File: src/inc/pei_pkg.sv
// Package for the power event latch, interrupt mask and fault log block.
// Assumes a 200 MHz system clock and an AXI4-Lite master with 8-bit addresses.
package pei_pkg;

    // Register indices; byte address is four times the index
    localparam logic [5:0] IDX_EVENT_A   = 6'h05;
    localparam logic [5:0] IDX_EVENT_B   = 6'h06;
    localparam logic [5:0] IDX_EVENT_C   = 6'h07;
    localparam logic [5:0] IDX_EVENT_D   = 6'h08;
    localparam logic [5:0] IDX_FAULT_LOG = 6'h09;
    localparam logic [5:0] IDX_MASK_A    = 6'h0a;
    localparam logic [5:0] IDX_MASK_B    = 6'h0b;
    localparam logic [5:0] IDX_MASK_C    = 6'h0c;
    localparam logic [5:0] IDX_MASK_D    = 6'h0d;
    localparam logic [5:0] IDX_POLARITY  = 6'h10;

    // Reset values
    localparam logic [7:0] EVENT_RST     = 8'h00;
    localparam logic [7:0] MASK_RST      = 8'h00;
    localparam logic [7:0] FAULT_RST     = 8'h02;
    localparam logic [7:0] POLARITY_RST  = 8'hff;
    localparam logic [7:0] ACT_PREV_RST  = 8'hff;

    // Upper event register bit positions
    localparam int unsigned BIT_SYS_REQ  = 0;
    localparam int unsigned BIT_MAIN_REQ = 1;
    localparam int unsigned BIT_AUX_REQ  = 2;
    localparam int unsigned BIT_TWO_WIRE = 6;

    // Fault log bit positions
    localparam int unsigned FLT_WATCHDOG = 0;
    localparam int unsigned FLT_RAIL_UV  = 1;
    localparam int unsigned FLT_UV_EARLY = 2;
    localparam int unsigned FLT_OVERTEMP = 3;
    localparam int unsigned FLT_KEY      = 5;
    localparam int unsigned FLT_FORCED   = 6;
    localparam int unsigned FLT_WAIT     = 7;

    // Timing
    localparam longint unsigned CLK_HZ        = 64'd200_000_000;
    localparam longint unsigned UV_WINDOW_S   = 64'd10;
    localparam longint unsigned UV_WINDOW_CYC = UV_WINDOW_S * CLK_HZ;

    // AXI responses
    localparam logic [1:0] RESP_OKAY   = 2'h0;
    localparam logic [1:0] RESP_SLVERR = 2'h2;

    typedef struct packed {
        logic [7:0]  awaddr;
        logic        awvalid;
        logic [31:0] wdata;
        logic [3:0]  wstrb;
        logic        wvalid;
        logic        bready;
        logic [7:0]  araddr;
        logic        arvalid;
        logic        rready;
    } pei_axi_req_t;

    typedef struct packed {
        logic        awready;
        logic        wready;
        logic        bvalid;
        logic [1:0]  bresp;
        logic        arready;
        logic        rvalid;
        logic [31:0] rdata;
        logic [1:0]  rresp;
    } pei_axi_resp_t;

    // Power-down causes, each a one-cycle pulse from the sequencer
    typedef struct packed {
        logic watchdog;
        logic rail_uv;
        logic overtemp;
        logic key_long;
        logic gpi_pair_hold;
        logic forced_off;
        logic wait_timeout;
    } pei_fault_t;

    typedef enum logic [0:0] {
        WIN_CLOSED = 1'b0,
        WIN_OPEN   = 1'b1
    } pei_win_state_t;

endpackage
File: src/design/pei_top.sv
// Event latching, interrupt masking and power-down fault log, AXI4-Lite slave.
// Assumes all inputs synchronous to i_clk and cause pulses one cycle wide.
//
// Overview of operation
// - Upper event register latches inputs 8 to 15 on reaching active state.
// - Bits 0, 1, 2 also set by system, main, aux domain requests.
// - Bit 6 also set when host addresses the fast two-wire port.
// - Writing one clears a latched bit; zero leaves it unchanged.
// - Interrupt stays asserted until every unmasked latched event is cleared.
// - Fault log bits 0, 1, 3: watchdog, rail undervoltage, overtemperature.
// - Fault bit 2 set on rail undervoltage within 10 s of reset release.
// - Fault bit 5 set on long on-key press or inputs 14, 15 held.
// - Fault bit 6 on forced-off pin, bit 7 on wait step time-out.
// - Four masks match event registers bit for bit; one blocks interrupt.
// - Upper mask bit 6 blocks input 14 and two-wire addressing events.
// - Event bit set on change to active status; unmasked event asserts interrupt low.
// - Interrupt held released during power-up sequence.
// - Event arriving during a clear is kept; set wins over clear.
`timescale 1ns/1ps
module pei_top #(
    parameter logic [31:0] UV_WINDOW_CYCLES = 32'(pei_pkg::UV_WINDOW_CYC)
) (
    input  wire logic                   i_clk,
    input  wire logic                   i_resetn,
    input  wire pei_pkg::pei_axi_req_t  i_axi,
    output pei_pkg::pei_axi_resp_t      o_axi,
    input  wire logic [7:0]             i_gpi_high,
    input  wire logic                   i_system_domain_request,
    input  wire logic                   i_main_domain_request,
    input  wire logic                   i_aux_domain_request,
    input  wire logic                   i_fast_two_wire_port_hit,
    input  wire logic [23:0]            i_lower_events,
    input  wire pei_pkg::pei_fault_t    i_fault,
    input  wire logic                   i_system_reset_out_n,
    input  wire logic                   i_powerup_active,
    output logic                        o_interrupt_out_low
);

    // Register file state
    logic [7:0]  evt_a_reg, evt_b_reg, evt_c_reg, evt_d_reg;
    logic [7:0]  evt_a_next, evt_b_next, evt_c_next, evt_d_next;
    logic [7:0]  mask_a_reg, mask_b_reg, mask_c_reg, mask_d_reg;
    logic [7:0]  mask_a_next, mask_b_next, mask_c_next, mask_d_next;
    logic [7:0]  fault_reg, fault_next;
    logic [7:0]  pol_reg, pol_next;

    // Edge detection state
    logic [7:0]  act_prev_reg, act_prev_next;
    logic [2:0]  req_prev_reg, req_prev_next;
    logic [7:0]  gpi_act;
    logic [7:0]  gpi_rise;
    logic [7:0]  set_d;
    logic [2:0]  req_now;

    // Undervoltage window after reset release
    pei_pkg::pei_win_state_t win_state_reg, win_state_next;
    logic [31:0] win_cnt_reg, win_cnt_next;
    logic        rst_out_prev_reg, rst_out_prev_next;

    // Bus slave state
    logic [7:0]  awaddr_reg, awaddr_next;
    logic [7:0]  wbyte_reg, wbyte_next;
    logic        aw_held_reg, aw_held_next;
    logic        w_held_reg, w_held_next;
    pei_pkg::pei_axi_resp_t axi_reg, axi_next;
    logic        irq_low_reg, irq_low_next;

    logic        wr_en;
    logic [5:0]  widx;
    logic [5:0]  ridx;
    logic        w_mapped;
    logic [7:0]  clr_a, clr_b, clr_c, clr_d, clr_f;
    logic [7:0]  rbyte;
    logic        r_mapped;
    logic        pending;

    assign o_axi               = axi_reg;
    assign o_interrupt_out_low = irq_low_reg;

    // Active level per input, polarity one means active high
    assign gpi_act = ~(i_gpi_high ^ pol_reg);
    assign gpi_rise = gpi_act & ~act_prev_reg;
    assign req_now = {i_aux_domain_request, i_main_domain_request,
                      i_system_domain_request};

    genvar gi;
    generate
        for (gi = 0; gi < 8; gi++) begin : g_set_d
            if (gi <= pei_pkg::BIT_AUX_REQ) begin : g_req
                assign set_d[gi] = gpi_rise[gi] |
                                   (req_now[gi] & ~req_prev_reg[gi]);
            end else if (gi == pei_pkg::BIT_TWO_WIRE) begin : g_tw
                assign set_d[gi] = gpi_rise[gi] | i_fast_two_wire_port_hit;
            end else begin : g_gpi
                assign set_d[gi] = gpi_rise[gi];
            end
        end
    endgenerate

    // Write decode: applied once both address and data are held
    assign wr_en = aw_held_reg & w_held_reg;
    assign widx  = awaddr_reg[7:2];

    always_comb begin
        clr_a    = 8'h00;
        clr_b    = 8'h00;
        clr_c    = 8'h00;
        clr_d    = 8'h00;
        clr_f    = 8'h00;
        w_mapped = 1'b1;
        if (widx == pei_pkg::IDX_EVENT_A) begin
            clr_a = wbyte_reg;
        end else if (widx == pei_pkg::IDX_EVENT_B) begin
            clr_b = wbyte_reg;
        end else if (widx == pei_pkg::IDX_EVENT_C) begin
            clr_c = wbyte_reg;
        end else if (widx == pei_pkg::IDX_EVENT_D) begin
            clr_d = wbyte_reg;
        end else if (widx == pei_pkg::IDX_FAULT_LOG) begin
            clr_f = wbyte_reg;
        end else if (widx == pei_pkg::IDX_MASK_A ||
                     widx == pei_pkg::IDX_MASK_B ||
                     widx == pei_pkg::IDX_MASK_C ||
                     widx == pei_pkg::IDX_MASK_D ||
                     widx == pei_pkg::IDX_POLARITY) begin
            w_mapped = 1'b1;
        end else begin
            w_mapped = 1'b0;
        end
        if (!wr_en) begin
            clr_a = 8'h00;
            clr_b = 8'h00;
            clr_c = 8'h00;
            clr_d = 8'h00;
            clr_f = 8'h00;
        end
    end

    // Read decode
    assign ridx = i_axi.araddr[7:2];

    always_comb begin
        rbyte    = 8'h00;
        r_mapped = 1'b1;
        if (ridx == pei_pkg::IDX_EVENT_A) begin
            rbyte = evt_a_reg;
        end else if (ridx == pei_pkg::IDX_EVENT_B) begin
            rbyte = evt_b_reg;
        end else if (ridx == pei_pkg::IDX_EVENT_C) begin
            rbyte = evt_c_reg;
        end else if (ridx == pei_pkg::IDX_EVENT_D) begin
            rbyte = evt_d_reg;
        end else if (ridx == pei_pkg::IDX_FAULT_LOG) begin
            rbyte = fault_reg;
        end else if (ridx == pei_pkg::IDX_MASK_A) begin
            rbyte = mask_a_reg;
        end else if (ridx == pei_pkg::IDX_MASK_B) begin
            rbyte = mask_b_reg;
        end else if (ridx == pei_pkg::IDX_MASK_C) begin
            rbyte = mask_c_reg;
        end else if (ridx == pei_pkg::IDX_MASK_D) begin
            rbyte = mask_d_reg;
        end else if (ridx == pei_pkg::IDX_POLARITY) begin
            rbyte = pol_reg;
        end else begin
            r_mapped = 1'b0;
        end
    end

    // Event, mask and fault next values
    always_comb begin
        evt_a_next = (evt_a_reg & ~clr_a) | i_lower_events[7:0];
        evt_b_next = (evt_b_reg & ~clr_b) | i_lower_events[15:8];
        evt_c_next = (evt_c_reg & ~clr_c) | i_lower_events[23:16];
        evt_d_next = (evt_d_reg & ~clr_d) | set_d;
        act_prev_next = gpi_act;
        req_prev_next = req_now;

        mask_a_next = mask_a_reg;
        mask_b_next = mask_b_reg;
        mask_c_next = mask_c_reg;
        mask_d_next = mask_d_reg;
        pol_next    = pol_reg;
        if (wr_en && widx == pei_pkg::IDX_MASK_A) begin
            mask_a_next = wbyte_reg;
        end else if (wr_en && widx == pei_pkg::IDX_MASK_B) begin
            mask_b_next = wbyte_reg;
        end else if (wr_en && widx == pei_pkg::IDX_MASK_C) begin
            mask_c_next = wbyte_reg;
        end else if (wr_en && widx == pei_pkg::IDX_MASK_D) begin
            mask_d_next = wbyte_reg;
        end else if (wr_en && widx == pei_pkg::IDX_POLARITY) begin
            pol_next = wbyte_reg;
        end

        // only causes and one-writes touch the log
        fault_next = fault_reg & ~clr_f;
        fault_next[pei_pkg::FLT_WATCHDOG] = fault_next[pei_pkg::FLT_WATCHDOG] |
                                            i_fault.watchdog;
        fault_next[pei_pkg::FLT_RAIL_UV]  = fault_next[pei_pkg::FLT_RAIL_UV] |
                                            i_fault.rail_uv;
        fault_next[pei_pkg::FLT_OVERTEMP] = fault_next[pei_pkg::FLT_OVERTEMP] |
                                            i_fault.overtemp;
        fault_next[pei_pkg::FLT_UV_EARLY] = fault_next[pei_pkg::FLT_UV_EARLY] |
            (i_fault.rail_uv & (win_state_reg == pei_pkg::WIN_OPEN));
        fault_next[pei_pkg::FLT_KEY] = fault_next[pei_pkg::FLT_KEY] |
            i_fault.key_long | i_fault.gpi_pair_hold;
        fault_next[pei_pkg::FLT_FORCED] = fault_next[pei_pkg::FLT_FORCED] |
                                          i_fault.forced_off;
        fault_next[pei_pkg::FLT_WAIT]   = fault_next[pei_pkg::FLT_WAIT] |
                                          i_fault.wait_timeout;
    end

    // window opens on reset release, closes after the count
    always_comb begin
        win_state_next    = win_state_reg;
        win_cnt_next      = win_cnt_reg;
        rst_out_prev_next = i_system_reset_out_n;
        case (win_state_reg)
            pei_pkg::WIN_CLOSED: begin
                if (i_system_reset_out_n && !rst_out_prev_reg) begin
                    win_state_next = pei_pkg::WIN_OPEN;
                    win_cnt_next   = 32'h0000_0000;
                end
            end
            pei_pkg::WIN_OPEN: begin
                win_cnt_next = win_cnt_reg + 32'h0000_0001;
                if (!i_system_reset_out_n ||
                    win_cnt_reg >= UV_WINDOW_CYCLES - 32'h0000_0001) begin
                    win_state_next = pei_pkg::WIN_CLOSED;
                end
            end
            default: begin
                win_state_next = pei_pkg::WIN_CLOSED;
            end
        endcase
    end

    // masks gate events, one mask bit covers both sources
    assign pending = |(evt_a_reg & ~mask_a_reg) | |(evt_b_reg & ~mask_b_reg) |
                     |(evt_c_reg & ~mask_c_reg) | |(evt_d_reg & ~mask_d_reg);

    always_comb begin
        // released during power-up, low while any pending
        irq_low_next = i_powerup_active ? 1'b1 : ~pending;
    end

    // AXI4-Lite slave
    always_comb begin
        awaddr_next  = awaddr_reg;
        wbyte_next   = wbyte_reg;
        aw_held_next = aw_held_reg;
        w_held_next  = w_held_reg;
        axi_next     = axi_reg;
        if (i_axi.awvalid && axi_reg.awready) begin
            awaddr_next  = i_axi.awaddr;
            aw_held_next = 1'b1;
        end
        if (i_axi.wvalid && axi_reg.wready) begin
            wbyte_next  = i_axi.wstrb[0] ? i_axi.wdata[7:0] : 8'h00;
            w_held_next = 1'b1;
        end
        if (wr_en) begin
            aw_held_next   = 1'b0;
            w_held_next    = 1'b0;
            axi_next.bvalid = 1'b1;
            axi_next.bresp  = w_mapped ? pei_pkg::RESP_OKAY
                                       : pei_pkg::RESP_SLVERR;
        end else if (axi_reg.bvalid && i_axi.bready) begin
            axi_next.bvalid = 1'b0;
        end
        axi_next.awready = ~aw_held_next & ~axi_next.bvalid;
        axi_next.wready  = ~w_held_next & ~axi_next.bvalid;

        if (i_axi.arvalid && axi_reg.arready) begin
            axi_next.rvalid = 1'b1;
            axi_next.rdata  = {24'h00_0000, rbyte};
            axi_next.rresp  = r_mapped ? pei_pkg::RESP_OKAY
                                       : pei_pkg::RESP_SLVERR;
        end else if (axi_reg.rvalid && i_axi.rready) begin
            axi_next.rvalid = 1'b0;
        end
        axi_next.arready = ~axi_next.rvalid;
    end

    always_ff @(posedge i_clk or negedge i_resetn) begin
        if (!i_resetn) begin
            evt_a_reg        <= pei_pkg::EVENT_RST;
            evt_b_reg        <= pei_pkg::EVENT_RST;
            evt_c_reg        <= pei_pkg::EVENT_RST;
            evt_d_reg        <= pei_pkg::EVENT_RST;
            mask_a_reg       <= pei_pkg::MASK_RST;
            mask_b_reg       <= pei_pkg::MASK_RST;
            mask_c_reg       <= pei_pkg::MASK_RST;
            mask_d_reg       <= pei_pkg::MASK_RST;
            fault_reg        <= pei_pkg::FAULT_RST;
            pol_reg          <= pei_pkg::POLARITY_RST;
            act_prev_reg     <= pei_pkg::ACT_PREV_RST;
            req_prev_reg     <= 3'h7;
            win_state_reg    <= pei_pkg::WIN_CLOSED;
            win_cnt_reg      <= 32'h0000_0000;
            rst_out_prev_reg <= 1'b1;
            awaddr_reg       <= 8'h00;
            wbyte_reg        <= 8'h00;
            aw_held_reg      <= 1'b0;
            w_held_reg       <= 1'b0;
            axi_reg          <= '{awready: 1'b1, wready: 1'b1, arready: 1'b1,
                                  default: '0};
            irq_low_reg      <= 1'b1;
        end else begin
            evt_a_reg        <= evt_a_next;
            evt_b_reg        <= evt_b_next;
            evt_c_reg        <= evt_c_next;
            evt_d_reg        <= evt_d_next;
            mask_a_reg       <= mask_a_next;
            mask_b_reg       <= mask_b_next;
            mask_c_reg       <= mask_c_next;
            mask_d_reg       <= mask_d_next;
            fault_reg        <= fault_next;
            pol_reg          <= pol_next;
            act_prev_reg     <= act_prev_next;
            req_prev_reg     <= req_prev_next;
            win_state_reg    <= win_state_next;
            win_cnt_reg      <= win_cnt_next;
            rst_out_prev_reg <= rst_out_prev_next;
            awaddr_reg       <= awaddr_next;
            wbyte_reg        <= wbyte_next;
            aw_held_reg      <= aw_held_next;
            w_held_reg       <= w_held_next;
            axi_reg          <= axi_next;
            irq_low_reg      <= irq_low_next;
        end
    end
endmodule

File: config.mk
export PLATFORM = sky130hd
export DESIGN_NAME = pei_top
export DESIGN_NICKNAME = d
export VERILOG_FILES = /design/src/inc/pei_pkg.sv /design/src/design/pei_top.sv
export SDC_FILE = /design/constraint.sdc
export NUM_CORES = 1
export LEC_CHECK = 0
export BUFFER_PORTS_ARGS = -buffer_cell sky130_fd_sc_hd__buf_2
export CORE_MARGIN = 4
export CORE_UTILIZATION = 51
export DETAILED_ROUTE_END_ITERATION = 10
export PLACE_DENSITY = 0.81
export SYNTH_ARGS = -nofsm -noshare
export SYNTH_HDL_FRONTEND = slang
export SYNTH_SLANG_ARGS = --single-unit
File: constraint.sdc
create_clock -name i_clk -period 1.79 [get_ports i_clk]
set_input_delay 0.2685 -clock i_clk [delete_from_list [all_inputs] [get_ports i_clk]]
set_output_delay 0.2685 -clock i_clk [all_outputs]
set_load 0.05 [all_outputs]
==> results.md, run 1 <==
- Tightest Pin Transition: approximately 570 ps
- Slew headroom: around 62%
- Synth Flop Type: dfrtp_1
- Worst hold path type: in -> reg
- CP required: about 2100 ps
- Antenna diode count: 0
- Non-filler cells, final: between 1k and 1.5k
- Max cap viols: 0
- Placer Congestion: between 1 and 1.5
- Tot GR Track Use: ~25%
- DP HPWL: roughly 16000 um
- CP startpoint kind: register
- Synth top area share: around 41%
- Core Rows: 45
- Cell taking the most area after synthesis: dfrtp_1
- Core footprint: 15300 um^2
- Ys Warns: 0
- # setup viols final: 0
- Crit end category: register
- Post-Place Cells: 1116
- I/O pins: about 150
- Mean post-synth cell area: slightly above 10 um^2
- Vias/cell: approximately 6
- I/O Buffers: between 80 and 90
- Initial antenna violation count: 0
- CTS Root Cell: clkbuf_16
- Final min period: roughly 1700 ps
- VDD IR max: about 0.76 mV
- Die Span Y: ~130 um
- Drt first-iter violations: 609
- Cts bufs inserted: 17
- Synthesized cell area: around 8000 um^2
- Fillers: ~1.2k
- Clk buf depth: 2
- Power Dens Cells: roughly 1200 nW/um^2
- Ys async rst share: 100%
- Number of flip-flops under the largest register name: 32
- Mapped Cells: between 700 and 800
- Hold wc startpoint: i_gpi_high[5]
- Clock skew: approximately 11 ps
- Critical Path AT: between 2000 and 2500 ps
- Final hold vios: 0
- Leakage power: between 4 and 5 nW
- Clk slew on worst S/H paths: about 70 ps
- Yosys cell types: 72
- First-pass GRT wire length: about 35000 um
- Area Growth Syn to Fin: 22.8%
- Design Area, Final: between 9000 and 10000 um^2
- H-tree Lvls: 4
- Commonest cells in the netlist: dfrtp_1 (132), nand2_1 (97), inv_1 (49)
- Crit path from: awaddr_reg[7]$_DFFE_PN0P_
- Hold WS: 14.3 ps
- Setup WS post-layout: 56.7 ps
- Max-slew violations: 0
- Number of global-route vias before repair: about 6.7k
- Synth area leaders: dfrtp_1 (41%), dfstp_2 (8.2%), mux2_2 (5.9%)
- Outcome: complete, no violations
- Setup TNS: 0 ps
- Final wirelength: between 20000 and 25000 um
- R2r startpoint: awaddr_reg[7]$_DFFE_PN0P_
- CTS tree: done
- Die W: 133 um
- RSZ-0062 raised after global routing: yes
- Final Cycle Share: slightly below 100%
- Ratio of cells with drive above 1 in the final layout: between 30 and 40%
- #FFs+latches synth: about 160
- Critical path class: reg -> reg
- Avg WL per Cell: just under 20 um
- Nets: approximately 1.0k
- EDFF count, synth: 0
- Post-place instance area: 8990 um^2
- FMAX: roughly 0.58 GHz
- Vias post-DR: between 6k and 7k
- Dpl ws: -73.2 ps
- Pre-antenna DRT Iters: 5
- Die area: between 15000 and 20000 um^2
- DRC Markers: 0
- Crit-path max FO: 8
- Largest net degree at the start of global routing: 48
- Grt ovf: 0
- Total clock sinks: around 160
- Most common cell in the netlist: dfrtp_1
- Part of the Yosys area used for sequential elements: between 40 and 50%
- Final antenna-violating net count: 0
- Starting Density: a little over half
- Worst-Skew Late Latency: 420 ps
placed cells by master (no fill, tap or decap), drive strengths merged, types with 3 or more instances in the layout:
cell / Yosys / layout
nor3: 14 / 14
nand3: 37 / 37
o31ai: 8 / 8
xnor2: 8 / 8
a31oi: 19 / 19
nor2: 24 / 24
nand2: 100 / 100
a21o: 31 / 31
nor4b: 5 / 5
inv: 49 / 50
clkinv: 0 / 3
or4b: 3 / 3
dfstp: 25 / 25
conb: 1 / 26
a221o: 5 / 5
o22a: 4 / 4
mux2i: 20 / 20
and3: 15 / 15
a22o: 6 / 6
or2: 3 / 3
nor3b: 3 / 3
o21a: 4 / 4
nor2b: 15 / 15
bufinv: 0 / 4
mux2: 42 / 42
a22oi: 7 / 7
o21ai: 40 / 40
o211ai: 7 / 7
o22ai: 23 / 23
dfrtp: 132 / 132
dlygate4sd3: 0 / 6
clkbuf: 19 / 22
a21oi: 27 / 27
nor4: 7 / 7
buf: 38 / 159
nand4: 10 / 10
through the flow:
step / power, mW / util (%)
after floorplan: 6.39 / -
after global placement: 7.35 / 58.9
after detailed placement: 7.45 / 58.9
after CTS: 11.3 / 63.3
after global routing: 11.9 / 64.3
final: 11.4 / 64.3
where the power goes:
part | internal (mW) | leakage, nW | switching, mW
logic | 1.10 | 2.28 | 1.71
clock network | 2.37 | 0.295 | 1.44
registers | 4.25 | 1.85 | 0.546
total | 7.72 | 4.42 | 3.70
per-layer routing:
| metal | global-route usage (%) | vias to the layer above | share of wire (%) |
|---|---|---|---|
| met3 | 6.31 | 69 | 9.0 |
| met5 | 0 | - | 0 |
| li1 | - | 3082 | - |
| met2 | 41.5 | 338 | 48 |
| met4 | 10.3 | 0 | 4.0 |
| met1 | 32.7 | 3280 | 39 |
cells by family (layout without fill, tap and decap cells):
group / count (synthesis) / after routing / synth area share (%)
muxes: 64 / 64 / 8.99
xor gates and xnor gates: 8 / 8 / 0.877
AOI/OAI and AO/OA: 198 / 198 / 16.6
buffers and inverters: 106 / 246 / 6.55
other: 1 / 26 / 0.0469
adders and majority gates: 1 / 1 / 0.157
and+or+nand+nor: 250 / 250 / 17.2
DFF: 157 / 157 / 49.6
path summary, 6_finish.rpt:
path	to	slack, ps	depth (start not counted)
worst max-delay path	mask_b_reg[2]$_DFFE_PN0P_	60	6
worst min-delay path	act_prev_reg[5]$_DFF_PN1_	10	2
worst max register to register	mask_b_reg[2]$_DFFE_PN0P_	60	6
worst min register to register	evt_a_reg[5]$_DFF_PN0_	470	1
max in group asynchronous	rst_out_prev_reg$_DFF_PN1_	860	3
min in group asynchronous	evt_d_reg[6]$_DFF_PN0_	310	2
cell type report:
type                    instances  area [um^2]  area share, %
flip-flops and latches        157         3960           40.4
well taps                     211          264           2.69
inverters                      49          184           1.87
clock inverters                10          163           1.66
clock buffers                  22          454           4.63
repair buffers                165         1100           11.3
multi-input cells             547         3680           37.5
worst max-delay path, cell delays in order, from the launching register on:
cell and delay, ps:
dfrtp_1 410, nor3b_2 260, nor2b_4 270, nand2_2 90
nor2_4 130, buf_12 150, mux2_4 310
what timing repair did:
item / CTS / global route
buffers inserted: 0 / 7
gates resized for setup: 1 / 24
hold buffers: 6 / 0
pin swaps: 0 / 4
setup endpoints to repair: 17 / 45
hold endpoints to repair: 26 / 0
(Power assumes the default switching activity.)
==> inputs of run 2 (changes only) <==
--- a/config.mk
+++ b/config.mk
@@ -6,8 +6,9 @@
 export NUM_CORES = 1
 export LEC_CHECK = 0
 export BUFFER_PORTS_ARGS = -buffer_cell sky130_fd_sc_hd__buf_2
-export CORE_MARGIN = 4
-export CORE_UTILIZATION = 51
+export CELL_PAD_IN_SITES_DETAIL_PLACEMENT = 2
+export CELL_PAD_IN_SITES_GLOBAL_PLACEMENT = 2
+export CORE_UTILIZATION = 32
 export DETAILED_ROUTE_END_ITERATION = 10
 export PLACE_DENSITY = 0.81
 export SYNTH_ARGS = -nofsm -noshare
==> run 2 against run 1 <==
Against the previous run:
- fmax decreased by 1.7%
- non-clock buffer count is 8 higher
- hold slack got worse by 9.5 ps
- count of clock-buffer cells in the layout grew 1
- register-to-register slack lost 30 ps
- global-route usage fell by 2.5 points
- utilization decreased by 23 points
- sequential power increased by 2%
- sequential cell count unchanged
- critical endpoint is now mask_b_reg[6]$_DFFE_PN0P_
- largest cell class unchanged
==> results.md, run 2 (synthesis gave the netlist of run 1 again) <==
- Hold WS: 4.85 ps (-9.50 ps)
- Critical path class: reg -> reg
- Starting Density: 32.8% (-20 points)
- VDD IR max: 0.656 mV (-14%)
- Most frequent cells in the layout: dfrtp_1 (130), nand2_1 (96), buf_2 (87)
- Tightest Pin Transition: 540 ps (-26.2 ps)
- Vias post-DR: 6881 (+1.7%)
- Final Cycle Share: 98.5% (+1.7 points)
- Post-place instance area: 9180 um^2 (+2.2%)
- Comb pwr share: 25.1% (+0.5 points)
- Crit-path max FO: 8 (unchanged)
- Placer Congestion: 0.848 (-15%)
- Slew headroom: 63.9% (+1.7 points)
- Clock network fraction of design power: 31.4% (-2.0 points)
- CTS Root Cell: clkbuf_16
- Die Span Y: 160 um (+20%)
- Final hold vios: 0 (unchanged)
- Reg power frac: 43.6% (+1.6 points)
- Worst-Skew Late Latency: 440 ps (+20 ps)
- Commonest non-fill, non-tap cell in the layout: dfrtp_1
- Core footprint: 24400 um^2 (+60%)
- Die area: 25600 um^2 (+44%)
- Power Dens Cells: 1130 nW/um^2 (-2.9%)
- Clk buf depth: 2 (unchanged)
- Final wirelength: 28700 um (+29%)
- CP startpoint kind: register
- Tot GR Track Use: 22.9% (-2.5 points)
- Clk slew on worst S/H paths: 70 ps (about the same)
- H-tree Lvls: 4 (unchanged)
- Core Rows: 57 (+27%)
- Cts bufs inserted: 17 (unchanged)
- Vias/cell: 5.36 (-8.0%)
- Total clock sinks: 157 (unchanged)
- Avg WL per Cell: 22.4 um (+16%)
- Die W: 160 um (+20%)
- Final min period: 1760 ps (+29.9 ps)
- First-pass GRT wire length: 44600 um (+26%)
- Critical Path AT: 2080 ps (+50 ps)
- CP required: 2110 ps (+20 ps)
- Nets: 1050 (+0.77%)
- Pre-antenna DRT Iters: 4 (-1)
- CTS tree: done
- Sw power: 3.94 mW (+6.5%)
- DP HPWL: 20800 um (+31%)
- Crit end category: register
- # setup viols final: 0 (unchanged)
- Leakage power: 4.42 nW (about the same)
- DRC Markers: 0 (unchanged)
- Max-slew violations: 0 (unchanged)
- Max cap viols: 0 (unchanged)
- Drt first-iter violations: 394 (-35%)
- Design Area, Final: 9960 um^2 (+1.5%)
- FMAX: 0.567 GHz (-1.7%)
- Grt ovf: 0 (unchanged)
- Internal power: 7.31 mW (-5.2%)
- RSZ-0062 raised after global routing: yes
- I/O pins: 146 (unchanged)
- Number of flip-flops under the largest register name: 32 (unchanged)
- Ratio of cells with drive above 1 in the final layout: 31.2% (+0.58 points)
- I/O Buffers: 88 (unchanged)
- Number of global-route vias before repair: 7722 (+16%)
- Outcome: complete, no violations
- Worst hold path type: in -> reg
- Initial antenna violation count: 2 (+2)
- Switching portion of total power: 35.0% (+2.6 points)
- Area Growth Syn to Fin: 24.7%
- Setup TNS: 0 ps (unchanged)
- Clock skew: 9.59 ps (-1.55 ps)
- Final antenna-violating net count: 0 (unchanged)
- Largest net degree at the start of global routing: 48 (unchanged)
==> run 2: cell types whose count changed in the layout (fill, tap and decap cells not counted), moves of 2 or more <==
cell and change:
bufinv_16 -3, buf_4 +3, mux2_4 -8, dlygate4sd3_1 +5, mux2_2 +8, nor2_1 -2, dfrtp_1 -2, dfrtp_2 +2
nor2_2 +2
==> run 2: final timing paths <==
| check | start | endpoint | depth (start not counted) | slack, ps |
|---|---|---|---|---|
| max in group asynchronous | i_resetn | o_axi[35]$_DFF_PN1_ | 3 | 780 |
| hold / removal | i_lower_events[23] | evt_c_reg[7]$_DFF_PN0_ | 2 | 5 |
| setup reg to reg | awaddr_reg[6]$_DFFE_PN0P_ | mask_b_reg[6]$_DFFE_PN0P_ | 6 | 30 |
| setup / recovery | awaddr_reg[6]$_DFFE_PN0P_ | mask_b_reg[6]$_DFFE_PN0P_ | 6 | 30 |
| hold reg to reg | o_axi[1]$_DFFE_PN0P_ | o_axi[1]$_DFFE_PN0P_ | 2 | 490 |
| min in group asynchronous | i_resetn | evt_a_reg[5]$_DFF_PN0_ | 2 | 320 |
==> run 2: per-layer routing <==
layer | global-route usage [%] | vias to the layer above | routed length, um
met2 | 39.5 | 156 | 14700
met5 | 0 | - | 13
li1 | - | 3086 | -
met4 | 8.83 | 2 | 728
met3 | 4.26 | 49 | 1170
met1 | 28.3 | 3588 | 12100
==> run 2: final cells by class <==
cell class / count / area (um^2)
Timing Repair Buffer: 173 / 1180
Sequential cell: 157 / 3960
Clock buffer: 23 / 468
Antenna cell: 1 / 2.50
Inverter: 49 / 184
Fill cell: 2603 / 14400
Multi-Input combinational cell: 547 / 3680
Clock inverter: 9 / 86.3
Tap cell: 324 / 405
==> run 2: power by group through the flow <==
| stage | registers, mW | logic [mW] | clock network, mW |
|---|---|---|---|
| after detailed placement | 4.92 | 2.68 | 0 |
| after global placement | 4.86 | 2.54 | 0 |
| final | 4.90 | 2.82 | 3.53 |
| after CTS | 4.87 | 2.76 | 3.58 |
| after global routing | 4.97 | 3.05 | 3.72 |
| after floorplan | 5.03 | 1.36 | 0 |
==> run 2: worst max-delay path, cell delays in order, from the launching register on <==
cell and delay (ps):
dfrtp_1 400, nor3b_2 240, nor2b_4 220, nand2_1 110, nor2_4 160, buf_12 160, mux2_2 340
==> run 2: what timing repair did <==
action | 4_1_cts | 5_1_grt
setup endpoints to repair | 14 | 50
endpoints found under the hold margin | 40 | 0
hold buffers | 11 | 0
buffers inserted | 0 | 3
gates resized for setup | 7 | 17
pin swaps | 0 | 2
==> run 2: per-stage QoR <==
step,utilization [%],power (mW),instances,worst slack [ps]
3_3_place_gp,37.6,7.40,1236,37.3
5_1_grt,40.9,11.7,1283,-29.7
6_report,40.9,11.3,1283,26.8
4_1_cts,40.4,11.2,1279,6.91
3_5_place_dp,37.6,7.60,1236,-52.0
2_1_floorplan,-,6.39,810,32.1
==> inputs of run 3 (changes only) <==
--- a/config.mk
+++ b/config.mk
@@ -8,9 +8,10 @@
 export BUFFER_PORTS_ARGS = -buffer_cell sky130_fd_sc_hd__buf_2
 export CELL_PAD_IN_SITES_DETAIL_PLACEMENT = 2
 export CELL_PAD_IN_SITES_GLOBAL_PLACEMENT = 2
-export CORE_UTILIZATION = 32
+export CORE_MARGIN = 2
+export CORE_UTILIZATION = 35
 export DETAILED_ROUTE_END_ITERATION = 10
-export PLACE_DENSITY = 0.81
+export PLACE_DENSITY = 0.83
 export SYNTH_ARGS = -nofsm -noshare
 export SYNTH_HDL_FRONTEND = slang
 export SYNTH_SLANG_ARGS = --single-unit
==> constraint.sdc (replaced) <==
create_clock -name i_clk -period 1.8 [get_ports i_clk]
set_input_delay 0.27 -clock i_clk [delete_from_list [all_inputs] [get_ports i_clk]]
set_output_delay 0.27 -clock i_clk [all_outputs]
set_load 0.05 [all_outputs]
==> run 3 against run 2 <==
Against the previous run:
- the flow now finishes with violations (setup timing)
- final cell count is 2.2% lower
- sequential power decreased by 1%
- sequential share of layout area fell by 0.43 points
- count of clock-buffer cells in the layout decreased by 1
- hold slack gained 7.0 ps
- global-route usage grew 3.0 points
- utilization grew 3.9 points
- total power rose by 1.4%
- clock power fell by 3%
- critical path depth is 1 lower
- sequential cell count did not move
- first-iteration DRC count decreased by 2.5%
==> results.md, run 3 (synthesis gave the netlist of run 1 again) <==
- Final antenna-violating net count: 0 (unchanged)
- Max cap viols: 0 (unchanged)
- Largest net degree at the start of global routing: 42 (-13%)
- Tot GR Track Use: 25.9% (+3.0 points)
- Number of flip-flops under the largest register name: 32 (unchanged)
- Nets: 1062 (+1.1%)
- VDD IR max: 0.714 mV (+8.9%)
- Final wirelength: 30700 um (+6.8%)
- Pre-antenna DRT Iters: 5 (+1)
- Number of global-route vias before repair: 7935 (+2.8%)
- CP startpoint kind: register
- Comb pwr share: 27.7% (+2.6 points)
- DRC Markers: 0 (unchanged)
- Hold wc startpoint: i_lower_events[13]
- H-tree Lvls: 4 (unchanged)
- Reg2Reg Depth: 5 (-1)
- Avg WL per Cell: 24.5 um (+9.2%)
- Clk slew on worst S/H paths: 70 ps (about the same)
- RSZ-0062 raised after global routing: yes
- I/O Buffers: 88 (unchanged)
- # setup viols final: 13 (+13)
- CP max stage cell: or4b_4
- Switching portion of total power: 36.4% (+1.4 points)
- Area Growth Syn to Fin: 26.2%
- Worst-Skew Late Latency: 450 ps (about the same)
- Final Cycle Share: 102% (+3.5 points)
- Leakage power: 4.51 nW (+2.0%)
- Final hold vios: 0 (unchanged)
- Setup WS post-layout: -35.7 ps (-62.6 ps)
- Buf/Inv on CP: 1 (unchanged)
- Die Span Y: 155 um (-3.1%)
- CP max stage delay: 590 ps (+190 ps)
- CTS tree: done
- Critical path class: reg -> reg
- Internal power: 7.26 mW (-0.79%)
- Tightest Pin Transition: 573 ps (+33.5 ps)
- Sw power: 4.16 mW (+5.6%)
- Outcome: finished with violations
- Clock network fraction of design power: 29.9% (-1.5 points)
- R2r startpoint: awaddr_reg[6]$_DFFE_PN0P_
- Total clock sinks: 157 (unchanged)
- Core footprint: 22500 um^2 (-7.7%)
- Crit end category: register
- Total power: 11.4 mW (+1.4%)
- Slew headroom: 61.7% (-2.2 points)
- Max-slew violations: 0 (unchanged)
- Cell Chain, Critical Path: or4b_4 -> nor3b_4 -> buf_4 -> nand2_1 -> a21o_1
- Reg power frac: 42.3% (-1.3 points)
- FMAX: 0.545 GHz (-4.0%)
- Vias/cell: 5.65 (+5.3%)
- Hold endpoint: evt_b_reg[5]$_DFF_PN0_
- Final min period: 1840 ps (+72.6 ps)
- Placer Congestion: 0.920 (+8.5%)
- CP top delay family: simple AND/OR/NAND/NOR gates
- CTS Root Cell: clkbuf_16
- Power Dens Cells: 1130 nW/um^2 (+0.28%)
- Vias post-DR: 7086 (+3.0%)
- Cts bufs inserted: 17 (unchanged)
- Core Rows: 55 (-3.5%)
- Antenna diode count: 0 (-1)
- Reg2reg setup slack: -40 ps (-60 ps)
- Clk buf depth: 2 (unchanged)
- Crit-path max FO: 4 (-4)
- Drt first-iter violations: 384 (-2.5%)
- Hold Path Cell Cnt: 2 (unchanged)
- Ratio of cells with drive above 1 in the final layout: 32.0% (+0.75 points)
- DP HPWL: 21500 um (+3.8%)
- First-pass GRT wire length: 46700 um (+4.5%)
- Most frequent cells in the layout: dfrtp_1 (128), nand2_1 (92), buf_2 (87)
- Commonest non-fill, non-tap cell in the layout: dfrtp_1
- Starting Density: 35.5% (+2.7 points)
- Non-filler cells, final: 1255 (-2.2%)
- Post-Place Cells: 1202 (-2.8%)
- CP required: 2130 ps (+20 ps)
- Die area: 24100 um^2 (-6.1%)
- Grt ovf: 0 (unchanged)
- Critical Path AT: 2170 ps (+90 ps)
- Worst hold path type: in -> reg
- Initial antenna violation count: 0 (-2)
- I/O pins: 146 (unchanged)
- Failing checks: setup timing
- Clock skew: 13.1 ps (+3.49 ps)
- Die W: 155 um (-3.1%)
- Worst R2R End: evt_b_reg[6]$_DFF_PN0_
## run 3: layer usage
metal	up-vias	part of all wire (%)	track usage [%]
met1	3673	40	31.4
met3	74	4.9	5.07
met5	-	0	0
met2	214	51	45.2
li1	3125	-	-
met4	0	3.5	10.4
## run 3: per-stage QoR
stage | setup slack (ps) | cell area, um^2 | TNS [ps] | hold slack [ps] | utilization, %
global route | -87.0 | 10100 | -2340 | 7.73 | 44.8
finish | -35.7 | 10100 | -169 | 11.8 | 44.8
global placement | 24.3 | 9210 | 0 | 237 | 40.9
CTS | 4.93 | 9930 | 0 | 0.562 | 44.1
detailed placement | -74.3 | 9210 | -539 | 234 | 40.9
floorplan | 42.1 | 8080 | 0 | -25.6 | -
## run 3: what timing repair did
| item | in CTS | in global routing |
|---|---|---|
| setup endpoints to repair | 22 | 36 |
| hold buffers | 16 | 1 |
| endpoints found under the hold margin | 43 | 1 |
| gates cloned | 0 | 0 |
| buffers inserted | 0 | 4 |
| gates resized for setup | 7 | 30 |
| pin swaps | 0 | 6 |
## run 3: final cells by class
cell class	instances	area, um^2
clock buffer	22	464
tap	285	357
timing repair buffer	185	1320
multi-input combinational	547	3720
fill	2351	12400
sequential	157	3970
clock inverter	10	68.8
inverter	49	184
## run 3: worst max-delay path by stage
stage	to	cells after the start	from	slack [ps]
detailed placement	evt_c_reg[1]$_DFF_PN0_	5	awaddr_reg[4]$_DFFE_PN0P_	-70
CTS	evt_b_reg[5]$_DFF_PN0_	5	awaddr_reg[6]$_DFFE_PN0P_	5
global route	evt_d_reg[2]$_DFF_PN0_	7	awaddr_reg[7]$_DFFE_PN0P_	-90
global placement	evt_c_reg[5]$_DFF_PN0_	5	awaddr_reg[4]$_DFFE_PN0P_	20
finish	evt_b_reg[6]$_DFF_PN0_	5	awaddr_reg[6]$_DFFE_PN0P_	-40
floorplan	win_cnt_reg[22]$_DFFE_PN0P_	6	win_cnt_reg[0]$_DFFE_PN0P_	40
## run 3: power by group through the flow
| stage | clock [mW] | sequential, mW | combinational, mW |
|---|---|---|---|
| 4_1_cts | 3.46 | 4.80 | 2.99 |
| 5_1_grt | 3.60 | 4.89 | 3.38 |
| 6_report | 3.42 | 4.83 | 3.17 |
| 2_1_floorplan | 0 | 5.00 | 1.35 |
| 3_3_place_gp | 0 | 4.77 | 2.77 |
| 3_5_place_dp | 0 | 4.84 | 2.90 |
